**config.mk**
```make
export PLATFORM = sky130hd
export DESIGN_NAME = icf_top
export DESIGN_NICKNAME = d
export VERILOG_FILES = /design/src/hw/icf_pkg.sv /design/src/hw/icf_read_mux.sv /design/src/hw/icf_sc_reg.sv /design/src/hw/icf_top.sv
export SDC_FILE = /design/constraint.sdc
export NUM_CORES = 1
export LEC_CHECK = 0
export ABC_AREA = 1
export BUFFER_PORTS_ARGS = -buffer_cell sky130_fd_sc_hd__buf_2
export CORE_MARGIN = 8
export CORE_UTILIZATION = 57
export CTS_CLUSTER_SIZE = 25
export DETAILED_ROUTE_END_ITERATION = 8
export PLACE_DENSITY = 0.85
export SYNTH_ARGS = -nofsm -noshare
export SYNTH_HDL_FRONTEND = slang
export SYNTH_SLANG_ARGS = --single-unit
export TNS_END_PERCENT = 100
```
**constraint.sdc**
```tcl
create_clock -name i_clk_sys -period 2.2 [get_ports i_clk_sys]
set_input_delay 0.44 -clock i_clk_sys [delete_from_list [all_inputs] [get_ports i_clk_sys]]
set_output_delay 0.44 -clock i_clk_sys [all_outputs]
set_load 0.05 [all_outputs]
```
**src/hw/icf_pkg.sv**
```systemverilog
/*
   constants, register map and carrier types for the isochronous context interrupt and
   fairness register block.
   assumes one system clock, synchronous active-high reset, and a plain register port.
*/
package icf_pkg;
   localparam int unsigned ICF_ADDR_W = 8;
   localparam int unsigned ICF_DATA_W = 32;
   localparam int unsigned ICF_CTX_N = 8;
   localparam int unsigned ICF_MAIN_N = 10;
   localparam logic [ICF_ADDR_W-1:0] ICF_TX_EV_SET = 8'h90;
   localparam logic [ICF_ADDR_W-1:0] ICF_TX_EV_CLR = 8'h94;
   localparam logic [ICF_ADDR_W-1:0] ICF_TX_EN_SET = 8'h98;
   localparam logic [ICF_ADDR_W-1:0] ICF_TX_EN_CLR = 8'h9c;
   localparam logic [ICF_ADDR_W-1:0] ICF_RX_EV_SET = 8'ha0;
   localparam logic [ICF_ADDR_W-1:0] ICF_RX_EV_CLR = 8'ha4;
   localparam logic [ICF_ADDR_W-1:0] ICF_RX_EN_SET = 8'ha8;
   localparam logic [ICF_ADDR_W-1:0] ICF_RX_EN_CLR = 8'hac;
   localparam logic [ICF_ADDR_W-1:0] ICF_BUDGET = 8'hdc;
   localparam logic [ICF_ADDR_W-1:0] ICF_MAIN_EN_SET = 8'h80;
   localparam logic [ICF_ADDR_W-1:0] ICF_MAIN_EN_CLR = 8'h84;
   localparam logic [ICF_ADDR_W-1:0] ICF_MAIN_EV_SET = 8'h88;
   localparam logic [ICF_ADDR_W-1:0] ICF_MAIN_EV_CLR = 8'h8c;
   localparam int unsigned ICF_BIT_TX_SUM = 6;
   localparam int unsigned ICF_BIT_RX_SUM = 7;
   localparam int unsigned ICF_BIT_GLOBAL = 31;
   localparam logic [ICF_CTX_N-1:0] ICF_CTX_RST = 8'h00;
   localparam logic [7:0] ICF_BUDGET_RST = 8'h00;
   localparam logic [ICF_DATA_W-1:0] ICF_ZERO = 32'h0000_0000;
   typedef struct packed {
      logic wr;
      logic rd;
      logic [ICF_ADDR_W-1:0] addr;
      logic [ICF_DATA_W-1:0] wdata;
   } icf_req_t;
   typedef struct packed {
      logic set_wr;
      logic clr_wr;
      logic [ICF_CTX_N-1:0] data;
   } icf_sc_t;
endpackage : icf_pkg

```
**src/hw/icf_read_mux.sv**
```systemverilog
/*
   read data select for the register block.
   assumes the register values are flop outputs of the same clock.
*/
`timescale 1ns/1ps
module icf_read_mux
   import icf_pkg::*;
(
   input wire logic [ICF_ADDR_W-1:0] i_addr,
   input wire logic [ICF_CTX_N-1:0] i_tx_ev,
   input wire logic [ICF_CTX_N-1:0] i_tx_en,
   input wire logic [ICF_CTX_N-1:0] i_rx_ev,
   input wire logic [ICF_CTX_N-1:0] i_rx_en,
   input wire logic [7:0] i_budget,
   input wire logic [ICF_DATA_W-1:0] i_main_en,
   input wire logic [ICF_DATA_W-1:0] i_main_ev,
   output logic [ICF_DATA_W-1:0] o_rdata
);
   always_comb begin
      o_rdata = ICF_ZERO;
      unique case (i_addr)
         ICF_TX_EV_SET: o_rdata[ICF_CTX_N-1:0] = i_tx_ev;
         ICF_TX_EV_CLR: o_rdata[ICF_CTX_N-1:0] = i_tx_ev & i_tx_en;
         ICF_TX_EN_SET, ICF_TX_EN_CLR: o_rdata[ICF_CTX_N-1:0] = i_tx_en;
         ICF_RX_EV_SET: o_rdata[ICF_CTX_N-1:0] = i_rx_ev;
         ICF_RX_EV_CLR: o_rdata[ICF_CTX_N-1:0] = i_rx_ev & i_rx_en;
         ICF_RX_EN_SET, ICF_RX_EN_CLR: o_rdata[ICF_CTX_N-1:0] = i_rx_en;
         ICF_BUDGET: o_rdata[7:0] = i_budget;
         ICF_MAIN_EN_SET, ICF_MAIN_EN_CLR: o_rdata = i_main_en;
         ICF_MAIN_EV_SET: o_rdata = i_main_ev;
         ICF_MAIN_EV_CLR: o_rdata = i_main_ev & i_main_en;
         default: o_rdata = ICF_ZERO;
      endcase
   end
endmodule : icf_read_mux

```
**src/hw/icf_sc_reg.sv**
```systemverilog
/*
   set/clear register bank; hardware events set on rising edge of their request.
   assumes requests are synchronous to i_clk_sys.
*/
`timescale 1ns/1ps
module icf_sc_reg
   import icf_pkg::*;
#(
   parameter int unsigned W = 8,
   parameter logic [W-1:0] RST = '0,
   parameter bit EDGE = 1'b1
) (
   input wire logic i_clk_sys,
   input wire logic i_reset,
   input wire logic i_set_wr,
   input wire logic i_clr_wr,
   input wire logic [W-1:0] i_wdata,
   input wire logic [W-1:0] i_hw,
   output logic [W-1:0] o_val
);
   logic [W-1:0] hw_prev_q;
   logic [W-1:0] hw_rise;
   logic [W-1:0] val_q;
   logic [W-1:0] val_d;

   assign hw_rise = EDGE ? (i_hw & ~hw_prev_q) : '0;
   assign o_val = val_q;

   always_ff @(posedge i_clk_sys) begin
      if (i_reset) begin
         hw_prev_q <= '0;
      end else begin
         hw_prev_q <= i_hw;
      end
   end

   always_comb begin
      val_d = val_q;
      if (i_clr_wr) begin
         val_d = val_d & ~i_wdata;
      end
      if (i_set_wr) begin
         val_d = val_d | i_wdata;
      end
      val_d = val_d | hw_rise;
   end

   always_ff @(posedge i_clk_sys) begin
      if (i_reset) begin
         val_q <= RST;
      end else begin
         val_q <= val_d;
      end
   end

   set_wins_a: assert property (@(posedge i_clk_sys) disable iff (i_reset)
      (|hw_rise) |=> ((val_q & $past(hw_rise)) == $past(hw_rise)))
      else $error("hardware event lost");
   no_hw_clear_a: assert property (@(posedge i_clk_sys) disable iff (i_reset)
      !i_clr_wr |=> ((val_q & $past(val_q)) == $past(val_q)))
      else $error("bit cleared without clear write");
endmodule : icf_sc_reg

```
**src/hw/icf_top.sv**
```systemverilog
/*
   isochronous context interrupt events, enables, main enable low bits and the
   asynchronous priority budget register.
   assumes context done pulses and main event bits come from logic on i_clk_sys.
*/
`timescale 1ns/1ps
module icf_top
   import icf_pkg::*;
(
   input wire logic i_clk_sys,
   input wire logic i_reset,
   input wire logic i_wr,
   input wire logic i_rd,
   input wire logic [ICF_ADDR_W-1:0] i_addr,
   input wire logic [ICF_DATA_W-1:0] i_wdata,
   input wire logic [ICF_CTX_N-1:0] i_tx_last_done,
   input wire logic [ICF_CTX_N-1:0] i_tx_irq_bits,
   input wire logic [ICF_CTX_N-1:0] i_rx_input_done,
   input wire logic [ICF_CTX_N-1:0] i_rx_irq_bits,
   input wire logic [ICF_MAIN_N-1:0] i_main_event_bits,
   output logic [ICF_DATA_W-1:0] o_rdata,
   output logic o_iso_transmit_summary,
   output logic o_iso_receive_summary,
   output logic [7:0] o_async_priority_budget,
   output logic o_irq
);
   icf_req_t req;
   icf_sc_t tx_ev_w;
   icf_sc_t rx_ev_w;
   icf_sc_t tx_en_w;
   icf_sc_t rx_en_w;
   logic [ICF_CTX_N-1:0] tx_ev;
   logic [ICF_CTX_N-1:0] rx_ev;
   logic [ICF_CTX_N-1:0] tx_en;
   logic [ICF_CTX_N-1:0] rx_en;
   logic [ICF_CTX_N-1:0] tx_irq_q;
   logic [ICF_CTX_N-1:0] rx_irq_q;
   logic [ICF_MAIN_N-1:0] main_en_q;
   logic global_irq_enable_q;
   logic [7:0] budget_q;
   logic [ICF_DATA_W-1:0] main_en_word;
   logic [ICF_DATA_W-1:0] main_ev_word;
   logic [ICF_DATA_W-1:0] rdata_d;
   logic [ICF_MAIN_N-1:0] main_ev_full;
   logic tx_sum_d;
   logic rx_sum_d;
   logic irq_d;

   assign req = '{wr: i_wr, rd: i_rd, addr: i_addr, wdata: i_wdata};
   assign tx_ev_w = '{set_wr: req.wr && req.addr == ICF_TX_EV_SET,
      clr_wr: req.wr && req.addr == ICF_TX_EV_CLR, data: req.wdata[ICF_CTX_N-1:0]};
   assign rx_ev_w = '{set_wr: req.wr && req.addr == ICF_RX_EV_SET,
      clr_wr: req.wr && req.addr == ICF_RX_EV_CLR, data: req.wdata[ICF_CTX_N-1:0]};
   assign tx_en_w = '{set_wr: req.wr && req.addr == ICF_TX_EN_SET,
      clr_wr: req.wr && req.addr == ICF_TX_EN_CLR, data: req.wdata[ICF_CTX_N-1:0]};
   assign rx_en_w = '{set_wr: req.wr && req.addr == ICF_RX_EN_SET,
      clr_wr: req.wr && req.addr == ICF_RX_EN_CLR, data: req.wdata[ICF_CTX_N-1:0]};

   // context interrupt level: done with interrupt bits set
   always_ff @(posedge i_clk_sys) begin
      if (i_reset) begin
         tx_irq_q <= ICF_CTX_RST;
         rx_irq_q <= ICF_CTX_RST;
      end else begin
         tx_irq_q <= i_tx_last_done & i_tx_irq_bits;
         rx_irq_q <= i_rx_input_done & i_rx_irq_bits;
      end
   end

   icf_sc_reg #(.W(ICF_CTX_N), .RST(ICF_CTX_RST), .EDGE(1'b1)) u_tx_ev (
      .i_clk_sys(i_clk_sys), .i_reset(i_reset), .i_set_wr(tx_ev_w.set_wr),
      .i_clr_wr(tx_ev_w.clr_wr), .i_wdata(tx_ev_w.data), .i_hw(tx_irq_q), .o_val(tx_ev));
   icf_sc_reg #(.W(ICF_CTX_N), .RST(ICF_CTX_RST), .EDGE(1'b1)) u_rx_ev (
      .i_clk_sys(i_clk_sys), .i_reset(i_reset), .i_set_wr(rx_ev_w.set_wr),
      .i_clr_wr(rx_ev_w.clr_wr), .i_wdata(rx_ev_w.data), .i_hw(rx_irq_q), .o_val(rx_ev));
   icf_sc_reg #(.W(ICF_CTX_N), .RST(ICF_CTX_RST), .EDGE(1'b0)) u_tx_en (
      .i_clk_sys(i_clk_sys), .i_reset(i_reset), .i_set_wr(tx_en_w.set_wr),
      .i_clr_wr(tx_en_w.clr_wr), .i_wdata(tx_en_w.data), .i_hw(ICF_CTX_RST), .o_val(tx_en));
   icf_sc_reg #(.W(ICF_CTX_N), .RST(ICF_CTX_RST), .EDGE(1'b0)) u_rx_en (
      .i_clk_sys(i_clk_sys), .i_reset(i_reset), .i_set_wr(rx_en_w.set_wr),
      .i_clr_wr(rx_en_w.clr_wr), .i_wdata(rx_en_w.data), .i_hw(ICF_CTX_RST), .o_val(rx_en));

   // main enable low bits and global enable
   always_ff @(posedge i_clk_sys) begin
      if (i_reset) begin
         main_en_q <= '0;
         global_irq_enable_q <= 1'b0;
      end else if (req.wr && req.addr == ICF_MAIN_EN_SET) begin
         main_en_q <= main_en_q | req.wdata[ICF_MAIN_N-1:0];
         global_irq_enable_q <= global_irq_enable_q | req.wdata[ICF_BIT_GLOBAL];
      end else if (req.wr && req.addr == ICF_MAIN_EN_CLR) begin
         main_en_q <= main_en_q & ~req.wdata[ICF_MAIN_N-1:0];
         global_irq_enable_q <= global_irq_enable_q & ~req.wdata[ICF_BIT_GLOBAL];
      end
   end

   // priority budget storage
   always_ff @(posedge i_clk_sys) begin
      if (i_reset) begin
         budget_q <= ICF_BUDGET_RST;
      end else if (req.wr && req.addr == ICF_BUDGET) begin
         budget_q <= req.wdata[7:0];
      end
   end

   assign tx_sum_d = |(tx_ev & tx_en);
   assign rx_sum_d = |(rx_ev & rx_en);

   always_comb begin
      main_ev_full = i_main_event_bits;
      main_ev_full[ICF_BIT_TX_SUM] = o_iso_transmit_summary;
      main_ev_full[ICF_BIT_RX_SUM] = o_iso_receive_summary;
   end

   always_comb begin
      main_en_word = ICF_ZERO;
      main_en_word[ICF_MAIN_N-1:0] = main_en_q;
      main_en_word[ICF_BIT_GLOBAL] = global_irq_enable_q;
      main_ev_word = ICF_ZERO;
      main_ev_word[ICF_MAIN_N-1:0] = main_ev_full;
   end

   assign irq_d = global_irq_enable_q && |(main_ev_full & main_en_q);

   icf_read_mux u_rmux (
      .i_addr(req.addr), .i_tx_ev(tx_ev), .i_tx_en(tx_en), .i_rx_ev(rx_ev),
      .i_rx_en(rx_en), .i_budget(budget_q), .i_main_en(main_en_word),
      .i_main_ev(main_ev_word), .o_rdata(rdata_d));

   // outputs from flops
   always_ff @(posedge i_clk_sys) begin
      if (i_reset) begin
         o_rdata <= ICF_ZERO;
         o_iso_transmit_summary <= 1'b0;
         o_iso_receive_summary <= 1'b0;
         o_async_priority_budget <= ICF_BUDGET_RST;
         o_irq <= 1'b0;
      end else begin
         o_rdata <= req.rd ? rdata_d : ICF_ZERO;
         o_iso_transmit_summary <= tx_sum_d;
         o_iso_receive_summary <= rx_sum_d;
         o_async_priority_budget <= budget_q;
         o_irq <= irq_d;
      end
   end

   tx_summary_a: assert property (@(posedge i_clk_sys) disable iff (i_reset)
      1'b1 |=> (o_iso_transmit_summary == |($past(tx_ev) & $past(tx_en))))
      else $error("transmit summary mismatch");
   rx_summary_a: assert property (@(posedge i_clk_sys) disable iff (i_reset)
      1'b1 |=> (o_iso_receive_summary == |($past(rx_ev) & $past(rx_en))))
      else $error("receive summary mismatch");
   global_gate_a: assert property (@(posedge i_clk_sys) disable iff (i_reset)
      !global_irq_enable_q |=> !o_irq)
      else $error("interrupt while globally disabled");
   irq_mask_a: assert property (@(posedge i_clk_sys) disable iff (i_reset)
      (main_ev_full & main_en_q) == '0 |=> !o_irq)
      else $error("interrupt with no enabled event");
   tx_done_sets_a: assert property (@(posedge i_clk_sys) disable iff (i_reset)
      (|(i_tx_last_done & i_tx_irq_bits & ~tx_irq_q))
      |-> ##2 ((tx_ev & $past(i_tx_last_done & i_tx_irq_bits & ~tx_irq_q, 2))
      == $past(i_tx_last_done & i_tx_irq_bits & ~tx_irq_q, 2)))
      else $error("tx context event not raised");
   rx_done_sets_a: assert property (@(posedge i_clk_sys) disable iff (i_reset)
      (|(i_rx_input_done & i_rx_irq_bits & ~rx_irq_q))
      |-> ##2 ((rx_ev & $past(i_rx_input_done & i_rx_irq_bits & ~rx_irq_q, 2))
      == $past(i_rx_input_done & i_rx_irq_bits & ~rx_irq_q, 2)))
      else $error("rx context event not raised");
   raw_read_a: assert property (@(posedge i_clk_sys) disable iff (i_reset)
      (req.rd && req.addr == ICF_TX_EV_SET)
      |=> o_rdata == {24'h00_0000, $past(tx_ev)})
      else $error("raw event read wrong");
   masked_read_a: assert property (@(posedge i_clk_sys) disable iff (i_reset)
      (req.rd && req.addr == ICF_RX_EV_CLR)
      |=> o_rdata == {24'h00_0000, $past(rx_ev) & $past(rx_en)})
      else $error("masked event read wrong");
   enable_read_a: assert property (@(posedge i_clk_sys) disable iff (i_reset)
      (req.rd && req.addr == ICF_TX_EN_CLR)
      |=> o_rdata == {24'h00_0000, $past(tx_en)})
      else $error("enable read wrong");
   budget_a: assert property (@(posedge i_clk_sys) disable iff (i_reset)
      (req.wr && req.addr == ICF_BUDGET)
      |-> ##2 o_async_priority_budget == $past(req.wdata[7:0], 2))
      else $error("budget not stored");

   tx_event_c: cover property (@(posedge i_clk_sys) disable iff (i_reset) o_iso_transmit_summary);
   rx_event_c: cover property (@(posedge i_clk_sys) disable iff (i_reset) o_iso_receive_summary);
   irq_c: cover property (@(posedge i_clk_sys) disable iff (i_reset) o_irq);
endmodule : icf_top
```
==> Word-level counts from Yosys, hierarchy flattened <==
Index checks and enable logic that the tools add are counted.
Widths: inputs -> output; s select.
{ "totals": {"latch_bits": 0, "output_inout_bits": 43, "wordCells": 91, "mem_bits_rw": 0, "n_memories": 0, "mem_bits_ro": 0, "input_bits": 86, "reg_bits": 126} }
{ "op_classes": {"n_reduce_logical": 20, "n_eq_ne": 13, "n_shift": 0, "bitwise_logic": 28, "n_mul": 0, "mux": 14, "div_mod_pow": 0, "addsub": 0, "order_cmp": 0} }
{ "ops": {"columns": ["op", "n"], "rows": [
  ["$eq 8x8->1 const B", 13],
  ["$and 8x8->8", 10],
  ["$pmux 8 s10", 1],
  ["$pmux 24 s3", 1],
  ["$mux 8", 8],
  ["$or 8x8->8", 6],
  ["$and 10x32->32", 1],
  ["$not 8->8", 3],
  ["$and 10x10->10", 2],
  ["$mux 10", 2],
  ["$reduce_or 8->1", 2],
  ["$logic_and 1x1->1", 12],
  ["$not 10->10", 1],
  ["$or 10x10->10", 1],
  ["$reduce_or 10->1", 1],
  ["$reduce_or 2->1", 4],
  ["$mux 1", 2],
  ["$not 1->1", 2],
  ["$reduce_bool 2->1", 1],
  ["$and 1x1->1", 1],
  ["$or 1x1->1", 1]
]} }

==> Logic depth before layout (Yosys ltp) <==
Gate-level depths: netlist of the first run.
{ "logic_depth": {"depth_word": 6, "depth_mapped": 10, "depth_no_buf": 9} }

==> Modules after synthesis <==
From an unflattened synthesis of the first run, not the netlist that was laid out.
{ "unflattened": {"hier_cells": 995, "hier_area_um2": 6303.5} }
{ "modules_own_cells": {"columns": ["mod", "seq_area_each_um2", "area_each_um2", "n_inst", "cells_per_inst"], "rows": [
  ["icf_top", 1561.5, 2819.0, 1, 374],
  ["icf_read_mux", 0.0, 1497.7, 1, 335],
  ["icf_sc_reg (u_rx_ev ...)", 320.3, 689.4, 2, 100],
  ["icf_sc_reg (u_rx_en ...)", 160.2, 304.0, 2, 43]
]} }

==> Worst setup path before layout of the first run <==
Ideal clock, no wire load.
{ "synth_timing": {"kind": "input port to flip-flop", "startpoint": "input i_addr[6]", "endpoint": "register with a tool-made name", "path_buffers": 1, "slack_ns": 0.719, "setup_ns": 0.132, "required_time_ns": 2.068, "path_stages": 7, "t_arrival_ns": 1.349, "path_cell_list": "inv_2 > nand2_2 > nor2_4 > buf_4 > nand3_1 > o21ai_0 > a21oi_1"} }
{ "synth_rtl": {"columns": ["item", "line", "source"], "rows": [
  ["start: declaration", "icf_top.sv:14", "input wire logic [ICF_ADDR_W-1:0] i_addr,"]
]} }

==> summary.log, run 1 <==
qor: placed_design.numPortBuffers 84
qor: cts.cts.htree.levels 3
qor: floorplanning.floorplan.core_area 8258 um^2
qor: critical_path.crit_path_start_kind primary input
qor: detailed_routing.met2_length 6186 um
qor: detailed_routing.route.vias.total 4795
qor: detailed_routing.drt-wirelength-per-cell 15.58 um
qor: critical_path.worst-endpoint-required 2.44 ns
qor: floorplanning.initial_utilization 59.11%
qor: yosys.synth_edf_count 0
qor: critical_path.slowest_delay 0.33 ns
qor: critical_path.critPathArrivalTime 1.81 ns
qor: yosys.post-synth-top-area-fraction 43.07%
qor: cts.path_clk_slew 0.11 ns
qor: critical_path.r2r-end o_rdata[1]
qor: pwr.worst_ir_drop_vdd 0.6258 mV
qor: detailed_routing.detail_route.vias_per_cell 5.394
qor: global_routing.grt_overflow 0
qor: yosys.synth.yosys.seq_area_share 43.07%
qor: layout.final_layout_size_suffix_gt1_share 17.09%
qor: sta.tightest_slew 0.6135 ns
qor: yosys.synth_async_sr_flop_share 0%
qor: global_routing.grt_antenna_before_repair 0
qor: floorplanning.dieHeight 108.5 um
qor: worst_hold_path.holdCritStartpoint i_rx_irq_bits[7]
qor: layout.antenna_cells 0
qor: pwr.power.static_leakage 0.002692 uW
qor: global_routing.grt_max_degree 59
qor: sta.slew-limit-headroom 58.79%
qor: critical_path.setup.worst_path.end_class flip-flop
qor: layout.post_layout_nonfiller_instances 889
qor: cts.worstSkewPairLatency 0.37 ns
qor: placed_design.detailedPlacementHpwl 10370 um
qor: yosys.post_synth_main_area_contributors sky130_fd_sc_hd__dfxtp_1 43%, sky130_fd_sc_hd__nand2_1 10%, sky130_fd_sc_hd__nand3_1 7.3%
qor: yosys.register_bit_total_from_synthesis 105
qor: layout.flow.area_growth_from_synthesis 12.71%
qor: sta.fin_max_slew_vios 0
qor: sta.rsz0062_at_grt false
qor: detailed_routing.top_signal_layer_used met4
qor: global_routing.grt.total_usage 23.62%
qor: layout.num-nets-final 865
qor: critical_path.worst-r2r-setup-slack 1.06 ns
qor: sta.final.setup_skew 0.01306 ns
qor: detailed_routing.dr.first_iter.drc_count 416
qor: detailed_routing.drt_wl_total 13850 um
qor: critical_path.path_max_fanout 20
qor: yosys.syn-instance-count 699
qor: sta.setup_viol_count_final 0
qor: placed_design.gpl.final_weighted_congestion 0.9506
qor: cts.cts_tree done
qor: critical_path.reg2reg_from u_rx_ev.o_val[1]
qor: worst_hold_path.hold-path-cell-count 3
qor: run.max_cap_violations 0
qor: sta.max_freq 0.6349 GHz
qor: detailed_routing.met3_length 1218 um
qor: critical_path.r2r.worst_path.cells 8
qor: worst_hold_path.hp-class in -> reg
qor: sta.setup_tns 0 ns
qor: critical_path.path_class in -> reg
qor: cts.clock_path_buffers 2
qor: sta.final_period_minus_worst_setup_slack 1.575 ns
qor: placed_design.post-place-cells 873
qor: yosys.ys.warnings.count 0
qor: cts.cts_resized 0
qor: sta.layout_worst_path_cycle_share 71.59%
qor: sta.hold_viol 0
qor: yosys.yosysUniqueCellTypes 30
qor: floorplanning.die_area 11780 um^2
qor: cts.cts-buffers-inserted 9
qor: worst_hold_path.min_delay_worst_endpoint rx_irq_q[7]
qor: yosys.synth_largest_area_cell sky130_fd_sc_hd__dfxtp_1
qor: detailed_routing.post-route-drc-count 0
qor: floorplanning.chipWidth 108.5 um
qor: floorplanning.placement_rows 33
qor: cts.tritoncts_num_sinks 105
qor: cts.cts_post_setup_buffers_inserted 0
qor: yosys.post_synth_instance_area 4881 um^2
qor: pwr.total_power 3461 uW
qor: floorplanning.floorplan.io_pins 129
qor: critical_path.critical_path.slowest_cell sky130_fd_sc_hd__nand3_1
qor: yosys.dominantRegCellSynth sky130_fd_sc_hd__dfxtp_1
qor: critical_path.path_cells buf_2 -> inv_2 -> nand2_2 -> nor2_1 -> buf_4 -> nand3_1 -> o21ai_0 -> a21oi_1
qor: cts.cts_hold_buf 0
qor: cts.cts_root_buffer sky130_fd_sc_hd__clkbuf_8
qor: yosys.syn_area_per_cell 6.983 um^2
qor: detailed_routing.met1Wirelength 5946 um
qor: detailed_routing.drt.antenna.violating_nets 0
qor: pwr.power.density_cell_area 629.2 nW/um^2
qor: global_routing.first_global_vias 4476
qor: detailed_routing.drt_pass1_iterations 5
qor: global_routing.grt_first_pass_wirelength 21870 um
qor: run_status.result_of_the_run finished clean
cell usage in the layout, fill, tap and decap left out:
master	instances
sky130_fd_sc_hd__o21ai_1	9
sky130_fd_sc_hd__nor4_4	1
sky130_fd_sc_hd__nor3_4	1
sky130_fd_sc_hd__nand3b_1	7
sky130_fd_sc_hd__clkbuf_8	9
sky130_fd_sc_hd__nor2_1	79
sky130_fd_sc_hd__inv_6	2
sky130_fd_sc_hd__inv_2	5
sky130_fd_sc_hd__buf_4	12
sky130_fd_sc_hd__buf_2	84
sky130_fd_sc_hd__nand2_1	136
sky130_fd_sc_hd__and2_1	1
sky130_fd_sc_hd__o211ai_1	2
sky130_fd_sc_hd__inv_8	2
sky130_fd_sc_hd__o31ai_1	1
sky130_fd_sc_hd__nand3_1	71
sky130_fd_sc_hd__a21oi_1	66
sky130_fd_sc_hd__clkinv_1	1
sky130_fd_sc_hd__inv_1	84
sky130_fd_sc_hd__conb_1	21
sky130_fd_sc_hd__nand4_1	19
sky130_fd_sc_hd__o21a_1	1
sky130_fd_sc_hd__clkbuf_1	1
sky130_fd_sc_hd__o21ai_0	40
sky130_fd_sc_hd__nor2_4	6
sky130_fd_sc_hd__nor2_2	6
sky130_fd_sc_hd__clkinv_4	2
sky130_fd_sc_hd__nand2_2	3
sky130_fd_sc_hd__a22o_1	1
sky130_fd_sc_hd__dfxtp_1	105
sky130_fd_sc_hd__nor3_1	1
sky130_fd_sc_hd__nor4_1	4
sky130_fd_sc_hd__nand3_2	1
area by class of cell:
type	count	area, um^2
fillers	754	2756
multi-input cells	477	2235
flip-flops and latches	105	2102
repair buffers	96	510.5
inverters	90	337.8
well taps	105	131.4
clock buffers	10	127.6
clock inverters	6	57.56
per-stage QoR:
stage | area [um^2] | setup WS, ns | utilization, % | hold WS (ns)
5_1_grt | 5502 | 0.5086 | 66.62 | 0.2584
6_report | 5502 | 0.6249 | 66.62 | 0.2660
4_1_cts | 5502 | 0.6701 | 66.62 | 0.2620
3_5_place_dp | 5316 | 0.2891 | 64.38 | 0.4226
2_1_floorplan | 4956 | 0.7186 | - | 0.4046
3_3_place_gp | 5316 | 0.3088 | 64.38 | 0.4138
cell families (layout without fill, tap and decap cells):
kind of cell	after synthesis	in the layout	share of synthesized area, %
buffers and inverters	137	202	12.69
DFF	105	105	43.07
other	1	21	0.07683
AOI/OAI and AO/OA	120	120	12.59
and+or+nand+nor	336	336	31.58
where the power goes:
group | total [uW] | internal (uW) | switching [uW] | leakage (uW)
clock network | 1170 | 442 | 725 | 0.0000953
logic | 339 | 85.6 | 253 | 0.00175
registers | 1960 | 1940 | 19.7 | 0.000852
total | 3460 | 2460 | 998 | 0.00269
metal layers:
metal	vias to the layer above	track usage, %
met2	230	37.01
met1	2159	30.90
li1	2375	-
met5	-	0
met3	31	4.045
met4	0	11.34
cell usage after synthesis, drive strengths merged (2+ instances only):
cell    instances
a21oi          66
buf            36
clkbuf         11
dfxtp         105
inv            89
nand2         139
nand3          72
nand3b          7
nand4          19
nor2           91
nor3            2
nor4            5
o211ai          2
o21ai          49
worst max-delay path: cells and delay by family:
family | cells | cell delay, ns
and+or+nand+nor | 3 | 0.54
buffers and inverters | 3 | 0.42
AOI/OAI and AO/OA | 2 | 0.40
worst max path at each step:
stage,from,end,slack (ns),cells past startpoint
CTS,i_addr[0],flip-flop,0.67,8
finish,i_addr[0],flip-flop,0.62,8
global placement,i_addr[3],flip-flop,0.31,8
floorplan,i_addr[6],flip-flop,0.72,7
detailed placement,i_addr[3],flip-flop,0.29,8
global route,i_addr[3],flip-flop,0.51,8
Power figures use the tool's default switching activity.
==> run 2, diff against run 1 <==
--- a/config.mk
+++ b/config.mk
@@ -5,13 +5,13 @@
 export SDC_FILE = /design/constraint.sdc
 export NUM_CORES = 1
 export LEC_CHECK = 0
-export ABC_AREA = 1
+export ABC_AREA = 0
 export BUFFER_PORTS_ARGS = -buffer_cell sky130_fd_sc_hd__buf_2
 export CORE_MARGIN = 8
-export CORE_UTILIZATION = 57
+export CORE_UTILIZATION = 47
 export CTS_CLUSTER_SIZE = 25
 export DETAILED_ROUTE_END_ITERATION = 8
-export PLACE_DENSITY = 0.85
+export PLACE_DENSITY = 0.76
 export SYNTH_ARGS = -nofsm -noshare
 export SYNTH_HDL_FRONTEND = slang
 export SYNTH_SLANG_ARGS = --single-unit
==> constraint.sdc (replaced) <==
create_clock -name i_clk_sys -period 1.4 [get_ports i_clk_sys]
set_input_delay 0.28 -clock i_clk_sys [delete_from_list [all_inputs] [get_ports i_clk_sys]]
set_output_delay 0.28 -clock i_clk_sys [all_outputs]
set_load 0.05 [all_outputs]
==> run 2 against run 1 <==
Compared with the run above: clock skew fell by 0.0033 ns; worst setup slack got worse by 0.59 ns; clock power rose by 79%; sequential share of layout area fell by 2.3 points; non-clock buffer count rose by 63; critical path type is now reg -> out; highest routed layer unchanged.
==> summary.log, run 2 <==
qor: critical_path.path_delay_family flip-flops
qor: detailed_routing.drt-wirelength-per-cell 18.91 um [+21%]
qor: yosys.ys.warnings.count 0 [unchanged]
qor: worst_hold_path.hold-path-cell-count 3 [unchanged]
qor: layout.final_layout_size_suffix_gt1_share 28.00% [+11 points]
qor: yosys.multiplexer_fraction_of_the_synthesized_cell_area 0.4285% [+0.43 points]
qor: detailed_routing.post-route-drc-count 0 [unchanged]
qor: critical_path.r2r.worst_path.cells 5 [-3]
qor: global_routing.grt_antenna_before_repair 0 [unchanged]
qor: run_status.result_of_the_run finished clean
qor: yosys.synth.yosys.seq_area_share 44.99% [+1.9 points]
qor: placed_design.detailed_place.area 5584 um^2 [+5.0%]
qor: yosys.post_synth_main_area_contributors sky130_fd_sc_hd__dfxtp_1 45%, sky130_fd_sc_hd__a21oi_1 8.7%, sky130_fd_sc_hd__nand2_1 6.7%
qor: detailed_routing.route.vias.total 4637 [-3.3%]
qor: yosys.post_synth_instance_area 4672 um^2 [-4.3%]
qor: critical_path.slowest_delay 0.42 ns [+0.09 ns]
qor: detailed_routing.dr.first_iter.drc_count 326 [-22%]
qor: sta.max_freq 0.7309 GHz
qor: critical_path.path_class reg -> out
qor: yosys.synth_xor_area_share 0% [unchanged]
qor: yosys.post-synth-top-area-fraction 44.99% [+1.9 points]
qor: yosys.syn_area_per_cell 8.343 um^2 [+19%]
qor: detailed_routing.drt.antenna.violating_nets 0 [unchanged]
qor: pwr.power.static_leakage 0.002381 uW [-12%]
qor: cts.cts-buffers-inserted 9 [unchanged]
qor: global_routing.grt.total_usage 24.09% [+0.47 points]
qor: global_routing.grt_overflow 0 [unchanged]
qor: critical_path.critPathArrivalTime 1.09 ns [-0.72 ns]
qor: yosys.yosys.area_share.adder 0% [unchanged]
qor: critical_path.crit_buf_inv 1 [-2]
qor: critical_path.path_max_fanout 3 [-85%]
qor: critical_path.crit_path_start_kind flip-flop
qor: global_routing.first_global_vias 4680 [+4.6%]
qor: worst_hold_path.min_delay_worst_endpoint rx_irq_q[7]
qor: global_routing.grt_max_degree 39 [-34%]
qor: sta.fin_max_slew_vios 0 [unchanged]
qor: critical_path.worst-r2r-setup-slack 0.08 ns [-0.98 ns]
qor: yosys.synth_compound_area_share 24.61% [+12 points]
qor: sta.hold_viol 0 [unchanged]
qor: cts.path_clk_slew 0.10 ns [about the same]
qor: placed_design.gpl.final_weighted_congestion 0.9389 [-1.2%]
qor: worst_hold_path.hp-class in -> reg
qor: pwr.worst_ir_drop_vdd 0.6338 mV [+1.3%]
qor: floorplanning.initial_utilization 48.02% [-11 points]
qor: detailed_routing.detail_route.vias_per_cell 5.567 [+3.2%]
qor: cts.cts_hold_buf 0 [unchanged]
qor: yosys.post_synth_and_or_nand_nor_area_fraction 22.09% [-9.5 points]
qor: cts.worstSkewPairLatency 0.37 ns [about the same]
qor: placed_design.detailedPlacementHpwl 12450 um [+20%]
qor: yosys.register_bit_total_from_synthesis 105 [unchanged]
qor: layout.finish.instance_area 5863 um^2 [+6.6%]
qor: floorplanning.placement_rows 36 [+9.1%]
qor: layout.num-nets-final 782 [-9.6%]
qor: sta.final.setup_skew 0.009729 ns [-0.003329 ns]
qor: run.max_cap_violations 0 [unchanged]
qor: worst_hold_path.holdCritStartpoint i_rx_irq_bits[7]
qor: layout.antenna_cells 0 [unchanged]
qor: sta.layout_worst_path_cycle_share 97.72%
qor: layout.mostFrequentLayoutCell sky130_fd_sc_hd__dfxtp_1
qor: placed_design.numPortBuffers 84 [unchanged]
qor: detailed_routing.drt_wl_total 15760 um [+14%]
qor: yosys.main_combinational_cell_family_by_area_after_synthesis compound AO/OA/AOI/OAI gates
qor: yosys.yosysUniqueCellTypes 51 [+70%]
qor: layout.flow.area_growth_from_synthesis 25.50%
qor: layout.layout_common_cells 104 x sky130_fd_sc_hd__dfxtp_1, 83 x sky130_fd_sc_hd__buf_2, 81 x sky130_fd_sc_hd__a21oi_1
qor: layout.n_fill_cell 927 [+23%]
qor: critical_path.r2r-end o_rdata[7]
qor: floorplanning.die_area 13390 um^2 [+14%]
qor: sta.setup_viol_count_final 0 [unchanged]
qor: yosys.synth_async_sr_flop_share 0% [unchanged]
qor: yosys.synth_largest_area_cell sky130_fd_sc_hd__dfxtp_1
qor: floorplanning.dieHeight 115.7 um [+6.6%]
qor: cts.cts_tree done
qor: yosys.dominantRegCellSynth sky130_fd_sc_hd__dfxtp_1
qor: yosys.synth_top_cells_by_count 105 x sky130_fd_sc_hd__dfxtp_1, 83 x sky130_fd_sc_hd__nand2_1, 81 x sky130_fd_sc_hd__a21oi_1, 44 x sky130_fd_sc_hd__nor2b_1, 37 x sky130_fd_sc_hd__o21ai_0
qor: floorplanning.floorplan.io_pins 129 [unchanged]
qor: cts.cts_root_buffer sky130_fd_sc_hd__clkbuf_8
qor: critical_path.setup.worst_path.end_class output port
qor: cts.tritoncts_num_sinks 105 [unchanged]
qor: cts.clock_path_buffers 2 [unchanged]
qor: floorplanning.chipWidth 115.7 um [+6.6%]
qor: critical_path.critical_path.slowest_cell sky130_fd_sc_hd__dfxtp_1
qor: yosys.syn-instance-count 560 [-20%]
qor: detailed_routing.drt_pass1_iterations 5 [unchanged]
qor: sta.slew-limit-headroom 58.85% [about the same]
qor: pwr.total_power 5844 uW [+69%]
qor: pwr.power.density_cell_area 996.8 nW/um^2 [+58%]
qor: floorplanning.floorplan.core_area 9729 um^2 [+18%]
qor: yosys.synth_edf_count 0 [unchanged]
qor: critical_path.worst-endpoint-required 1.12 ns [-1.32 ns]
qor: critical_path.path_cells buf_2
qor: cts.cts.htree.levels 3 [unchanged]
qor: sta.final_period_minus_worst_setup_slack 1.368 ns
qor: yosys.synth.most_common_cell sky130_fd_sc_hd__dfxtp_1
qor: global_routing.grt_first_pass_wirelength 24860 um [+14%]
qor: sta.tightest_slew 0.6132 ns [-0.0003227 ns]
==> run 2: kinds of logic after synthesis <==
group	Yosys count
simple gates	206
compound gates	181
flops	105
buf+inv	65
mux	2
other cells	1
==> run 2: timing repair <==
action,CTS,global route
pin swaps,0,1
buffers inserted,0,3
gates resized for setup,3,12
setup endpoints to repair,12,28
==> run 2: worst reg2reg max path, delay by kind of cell (launching register included) <==
kind,cells,cell delay (ns)
buffers and inverters,1,0.14
AOI/OAI and AO/OA,4,0.71
DFF,1,0.34
==> run 2: power by group <==
part           leakage (uW)  switching [uW]  internal [uW]
registers          0.000852            42.4           3040
logic               0.00142             437            235
clock network      0.000110            1030           1060
total               0.00238            1510           4330
==> run 2: worst max-delay path by stage <==
stage | from | end | slack (ns) | cells after the start
after CTS | i_addr[3] | u_rx_ev.o_val[0] | -0.01 | 7
final | o_iso_transmit_summary | o_iso_transmit_summary | 0.03 | 1
after global placement | i_addr[1] | budget_q[6] | -0.37 | 5
after detailed placement | i_addr[1] | budget_q[1] | -0.41 | 5
after global routing | i_addr[4] | flip-flop | -0.007 | 7
after floorplan | i_addr[3] | budget_q[4] | -0.19 | 7
==> run 2: metal layers <==
metal,track usage (%),up-vias,wire length (um)
li1,-,2200,-
met1,29.51,2171,6676
met2,41.12,234,7522
met3,4.846,32,1137
met4,8.384,0,418
met5,0,-,0
==> run 2: per-stage QoR <==
step                hold WS [ns]  setup slack (ns)  TNS [ns]  instances  utilization [%]
floorplan                 0.3938           -0.1933    -3.996        580                -
global placement          0.4402           -0.3691    -17.42        815            57.39
detailed placement        0.4455           -0.4101    -18.85        815            57.39
CTS                       0.1087          -0.01025  -0.01484        830            59.70
global route              0.1112         -0.007477  -0.01318        833            60.26
finish                    0.1109           0.03185         0        833            60.26
==> run 2: cell type report <==
cell class	instances	area (um^2)	share of cell area [%]
inverters	11	41.29	0.7042
clock buffers	11	141.4	2.411
multi-input cells	410	2318	39.54
flip-flops and latches	105	2103	35.87
clock inverters	4	77.57	1.323
repair buffers	159	1015	17.31
well taps	133	166.4	2.838
==> run 3, diff against run 2 <==
--- a/config.mk
+++ b/config.mk
@@ -7,11 +7,12 @@
 export LEC_CHECK = 0
 export ABC_AREA = 0
 export BUFFER_PORTS_ARGS = -buffer_cell sky130_fd_sc_hd__buf_2
+export CORE_ASPECT_RATIO = 1.4
 export CORE_MARGIN = 8
-export CORE_UTILIZATION = 47
+export CORE_UTILIZATION = 56
 export CTS_CLUSTER_SIZE = 25
 export DETAILED_ROUTE_END_ITERATION = 8
-export PLACE_DENSITY = 0.76
+export PLACE_DENSITY = 0.85
 export SYNTH_ARGS = -nofsm -noshare
 export SYNTH_HDL_FRONTEND = slang
 export SYNTH_SLANG_ARGS = --single-unit
==> constraint.sdc (replaced) <==
create_clock -name i_clk_sys -period 1.7 [get_ports i_clk_sys]
set_input_delay 0.34 -clock i_clk_sys [delete_from_list [all_inputs] [get_ports i_clk_sys]]
set_output_delay 0.34 -clock i_clk_sys [all_outputs]
set_load 0.05 [all_outputs]
==> run 3 against run 2 <==
Compared with the run above: first-iteration DRC count up 46%; highest routed layer unchanged; routed wire length down 4.7%; largest cell class unchanged; largest power group unchanged; clock power about the same.
==> summary.log, run 3 (synthesis gave the netlist of run 2 again) <==
qor: placed_design.detailedPlacementHpwl 11390 um [-8.5%]
qor: layout.num-nets-final 756 [-3.3%]
qor: floorplanning.placement_rows 39 [+8.3%]
qor: global_routing.grt_overflow 0 [unchanged]
qor: run.max_cap_violations 0 [unchanged]
qor: pwr.switching_share 24.81% [-1.1 points]
qor: layout.final_layout_size_suffix_gt1_share 23.70% [-4.3 points]
qor: detailed_routing.drt_pass1_iterations 5 [unchanged]
qor: critical_path.crit_buf_inv 1 [unchanged]
qor: layout.finish.instance_area 5668 um^2 [-3.3%]
qor: sta.max_freq 0.6546 GHz
qor: placed_design.numPortBuffers 84 [unchanged]
qor: floorplanning.dieHeight 124.1 um [+7.2%]
qor: sta.tightest_slew 0.5120 ns [-0.1012 ns]
qor: layout.antenna_cells 0 [unchanged]
qor: pwr.power.static_leakage 0.002265 uW [-4.9%]
qor: pwr.netSwitchingPower 1275 uW [-16%]
qor: critical_path.setup.worst_path.end_class flip-flop
qor: cts.worstSkewPairLatency 0.34 ns [-0.03 ns]
qor: critical_path.path_cells buf_2 -> or3b_1 -> nor2_1 -> nand2_1 -> o21ai_0 -> a21oi_1
qor: sta.slew-limit-headroom 65.87% [+7.0 points]
qor: sta.setup_viol_count_final 0 [unchanged]
qor: floorplanning.floorplan.core_area 8149 um^2 [-16%]
qor: global_routing.first_global_vias 4521 [-3.4%]
qor: critical_path.path_max_fanout 8 [+5]
qor: pwr.power.density_cell_area 906.6 nW/um^2 [-9.0%]
qor: global_routing.grt.total_usage 26.22% [+2.1 points]
qor: critical_path.worst-endpoint-required 1.92 ns [+0.80 ns]
qor: placed_design.detailed_place.area 5365 um^2 [-3.9%]
qor: pwr.clock_network_fraction_of_design_power 40.6% [+4.9 points]
qor: detailed_routing.dr.first_iter.drc_count 476 [+46%]
qor: cts.cts_tree done
qor: worst_hold_path.hp-class in -> reg
qor: sta.rsz0062_at_grt false
qor: sta.fin_max_slew_vios 0 [unchanged]
qor: cts.cts-buffers-inserted 9 [unchanged]
qor: critical_path.crit_path_start_kind primary input
qor: cts.path_clk_slew 0.07 ns [-0.03 ns]
qor: critical_path.path_delay_family simple AND/OR/NAND/NOR gates
qor: layout.flow.area_growth_from_synthesis 21.32%
qor: layout.mostFrequentLayoutCell sky130_fd_sc_hd__dfxtp_1
qor: placed_design.gpl.final_weighted_congestion 0.9571 [+1.9%]
qor: sta.final.hold.worst_slack 0.2043 ns [+0.09337 ns]
qor: pwr.comb_power_share 10.0% [-1.5 points]
qor: layout.layout_common_cells 105 x sky130_fd_sc_hd__dfxtp_1, 84 x sky130_fd_sc_hd__buf_2, 83 x sky130_fd_sc_hd__nand2_1
qor: critical_path.worst-r2r-setup-slack 0.39 ns [+0.31 ns]
qor: cts.cts.htree.levels 3 [unchanged]
qor: floorplanning.chipWidth 93.20 um [-19%]
qor: detailed_routing.drt.antenna.violating_nets 0 [unchanged]
qor: detailed_routing.post-route-drc-count 0 [unchanged]
qor: detailed_routing.drt_wl_total 15020 um [-4.7%]
qor: floorplanning.floorplan.io_pins 129 [unchanged]
qor: detailed_routing.drt-wirelength-per-cell 19.33 um [+2.2%]
qor: pwr.p_int 3864 uW [-11%]
qor: cts.cts_root_buffer sky130_fd_sc_hd__clkbuf_16
qor: sta.hold_viol 0 [unchanged]
qor: detailed_routing.route.vias.total 4601 [-0.78%]
qor: detailed_routing.detail_route.vias_per_cell 5.921 [+6.4%]
qor: pwr.seq_power_share 49.4% [-3.4 points]
qor: sta.layout_worst_path_cycle_share 89.87%
qor: run_status.result_of_the_run finished clean
qor: critical_path.path_class in -> reg
qor: pwr.total_power 5139 uW [-12%]
qor: critical_path.critPathArrivalTime 1.74 ns [+0.65 ns]
qor: floorplanning.die_area 11560 um^2 [-14%]
qor: critical_path.critical_path.slowest_cell sky130_fd_sc_hd__or3b_1
qor: sta.final_period_minus_worst_setup_slack 1.528 ns
qor: global_routing.grt_antenna_before_repair 0 [unchanged]
qor: floorplanning.initial_utilization 57.33% [+9.3 points]
qor: cts.cts_post_setup_buffers_inserted 0 [unchanged]
qor: cts.clock_path_buffers 2 [unchanged]
qor: cts.tritoncts_num_sinks 105 [unchanged]
qor: global_routing.grt_max_degree 71 [+82%]
qor: critical_path.slowest_delay 0.53 ns [+0.11 ns]
qor: global_routing.grt_first_pass_wirelength 23310 um [-6.2%]
qor: sta.setup_tns 0 ns [unchanged]
qor: sta.final.setup_skew 0.005272 ns [-0.004456 ns]
qor: pwr.worst_ir_drop_vdd 0.7612 mV [+20%]
## run 3: area by class of cell
cell class / instances / area [um^2]
flip-flops and latches: 105 / 2102
well taps: 102 / 127.6
repair buffers: 133 / 813.3
clock inverters: 3 / 47.55
multi-input cells: 410 / 2286
clock buffers: 13 / 250.2
fillers: 695 / 2481
inverters: 11 / 41.29
## run 3: metrics by stage
step | cells | setup WS [ns] | utilization [%]
floorplan | 580 | 0.02075 | -
global placement | 761 | -0.1140 | 65.84
detailed placement | 761 | -0.1345 | 65.84
CTS | 777 | 0.2249 | 69.49
global route | 777 | 0.07567 | 69.55
finish | 777 | 0.1723 | 69.55
## run 3: metal layers
| layer | global-route usage (%) | up-vias | share of wire [%] |
|---|---|---|---|
| met2 | 44.12 | 278 | 47 |
| met5 | 0 | - | 0 |
| met4 | 21.74 | 0 | 7.6 |
| li1 | - | 2158 | - |
| met3 | 5.247 | 73 | 7.8 |
| met1 | 28.03 | 2092 | 38 |
## run 3: worst paths after layout
path               startpoint                endpoint  depth (start not counted)
max                 i_addr[1]               flip-flop                          6
min          i_tx_irq_bits[0]             tx_irq_q[0]                          3
max reg2reg         flip-flop  o_iso_transmit_summary                          3
min reg2reg       tx_irq_q[0]    u_tx_ev.hw_prev_q[0]                          1
## run 3: repair_timing
item	CTS	global route
hold buffers	0	0
endpoints found under the setup margin	0	1
gates resized for setup	0	1
hold endpoints to repair	0	0
## run 3: worst reg2reg max path, delay by kind of cell (launching register included)
kind | cells | cell delay, ns
compound gates | 3 | 0.81
flops | 1 | 0.36
## run 3: power by group through the flow
stage / Clock [uW] / Combinational (uW) / Sequential, uW
6_report: 2090 / 513 / 2540
5_1_grt: 2200 / 546 / 2540
4_1_cts: 2110 / 503 / 2540
3_5_place_dp: 0 / 498 / 2590
3_3_place_gp: 0 / 491 / 2590
2_1_floorplan: 0 / 346 / 2580
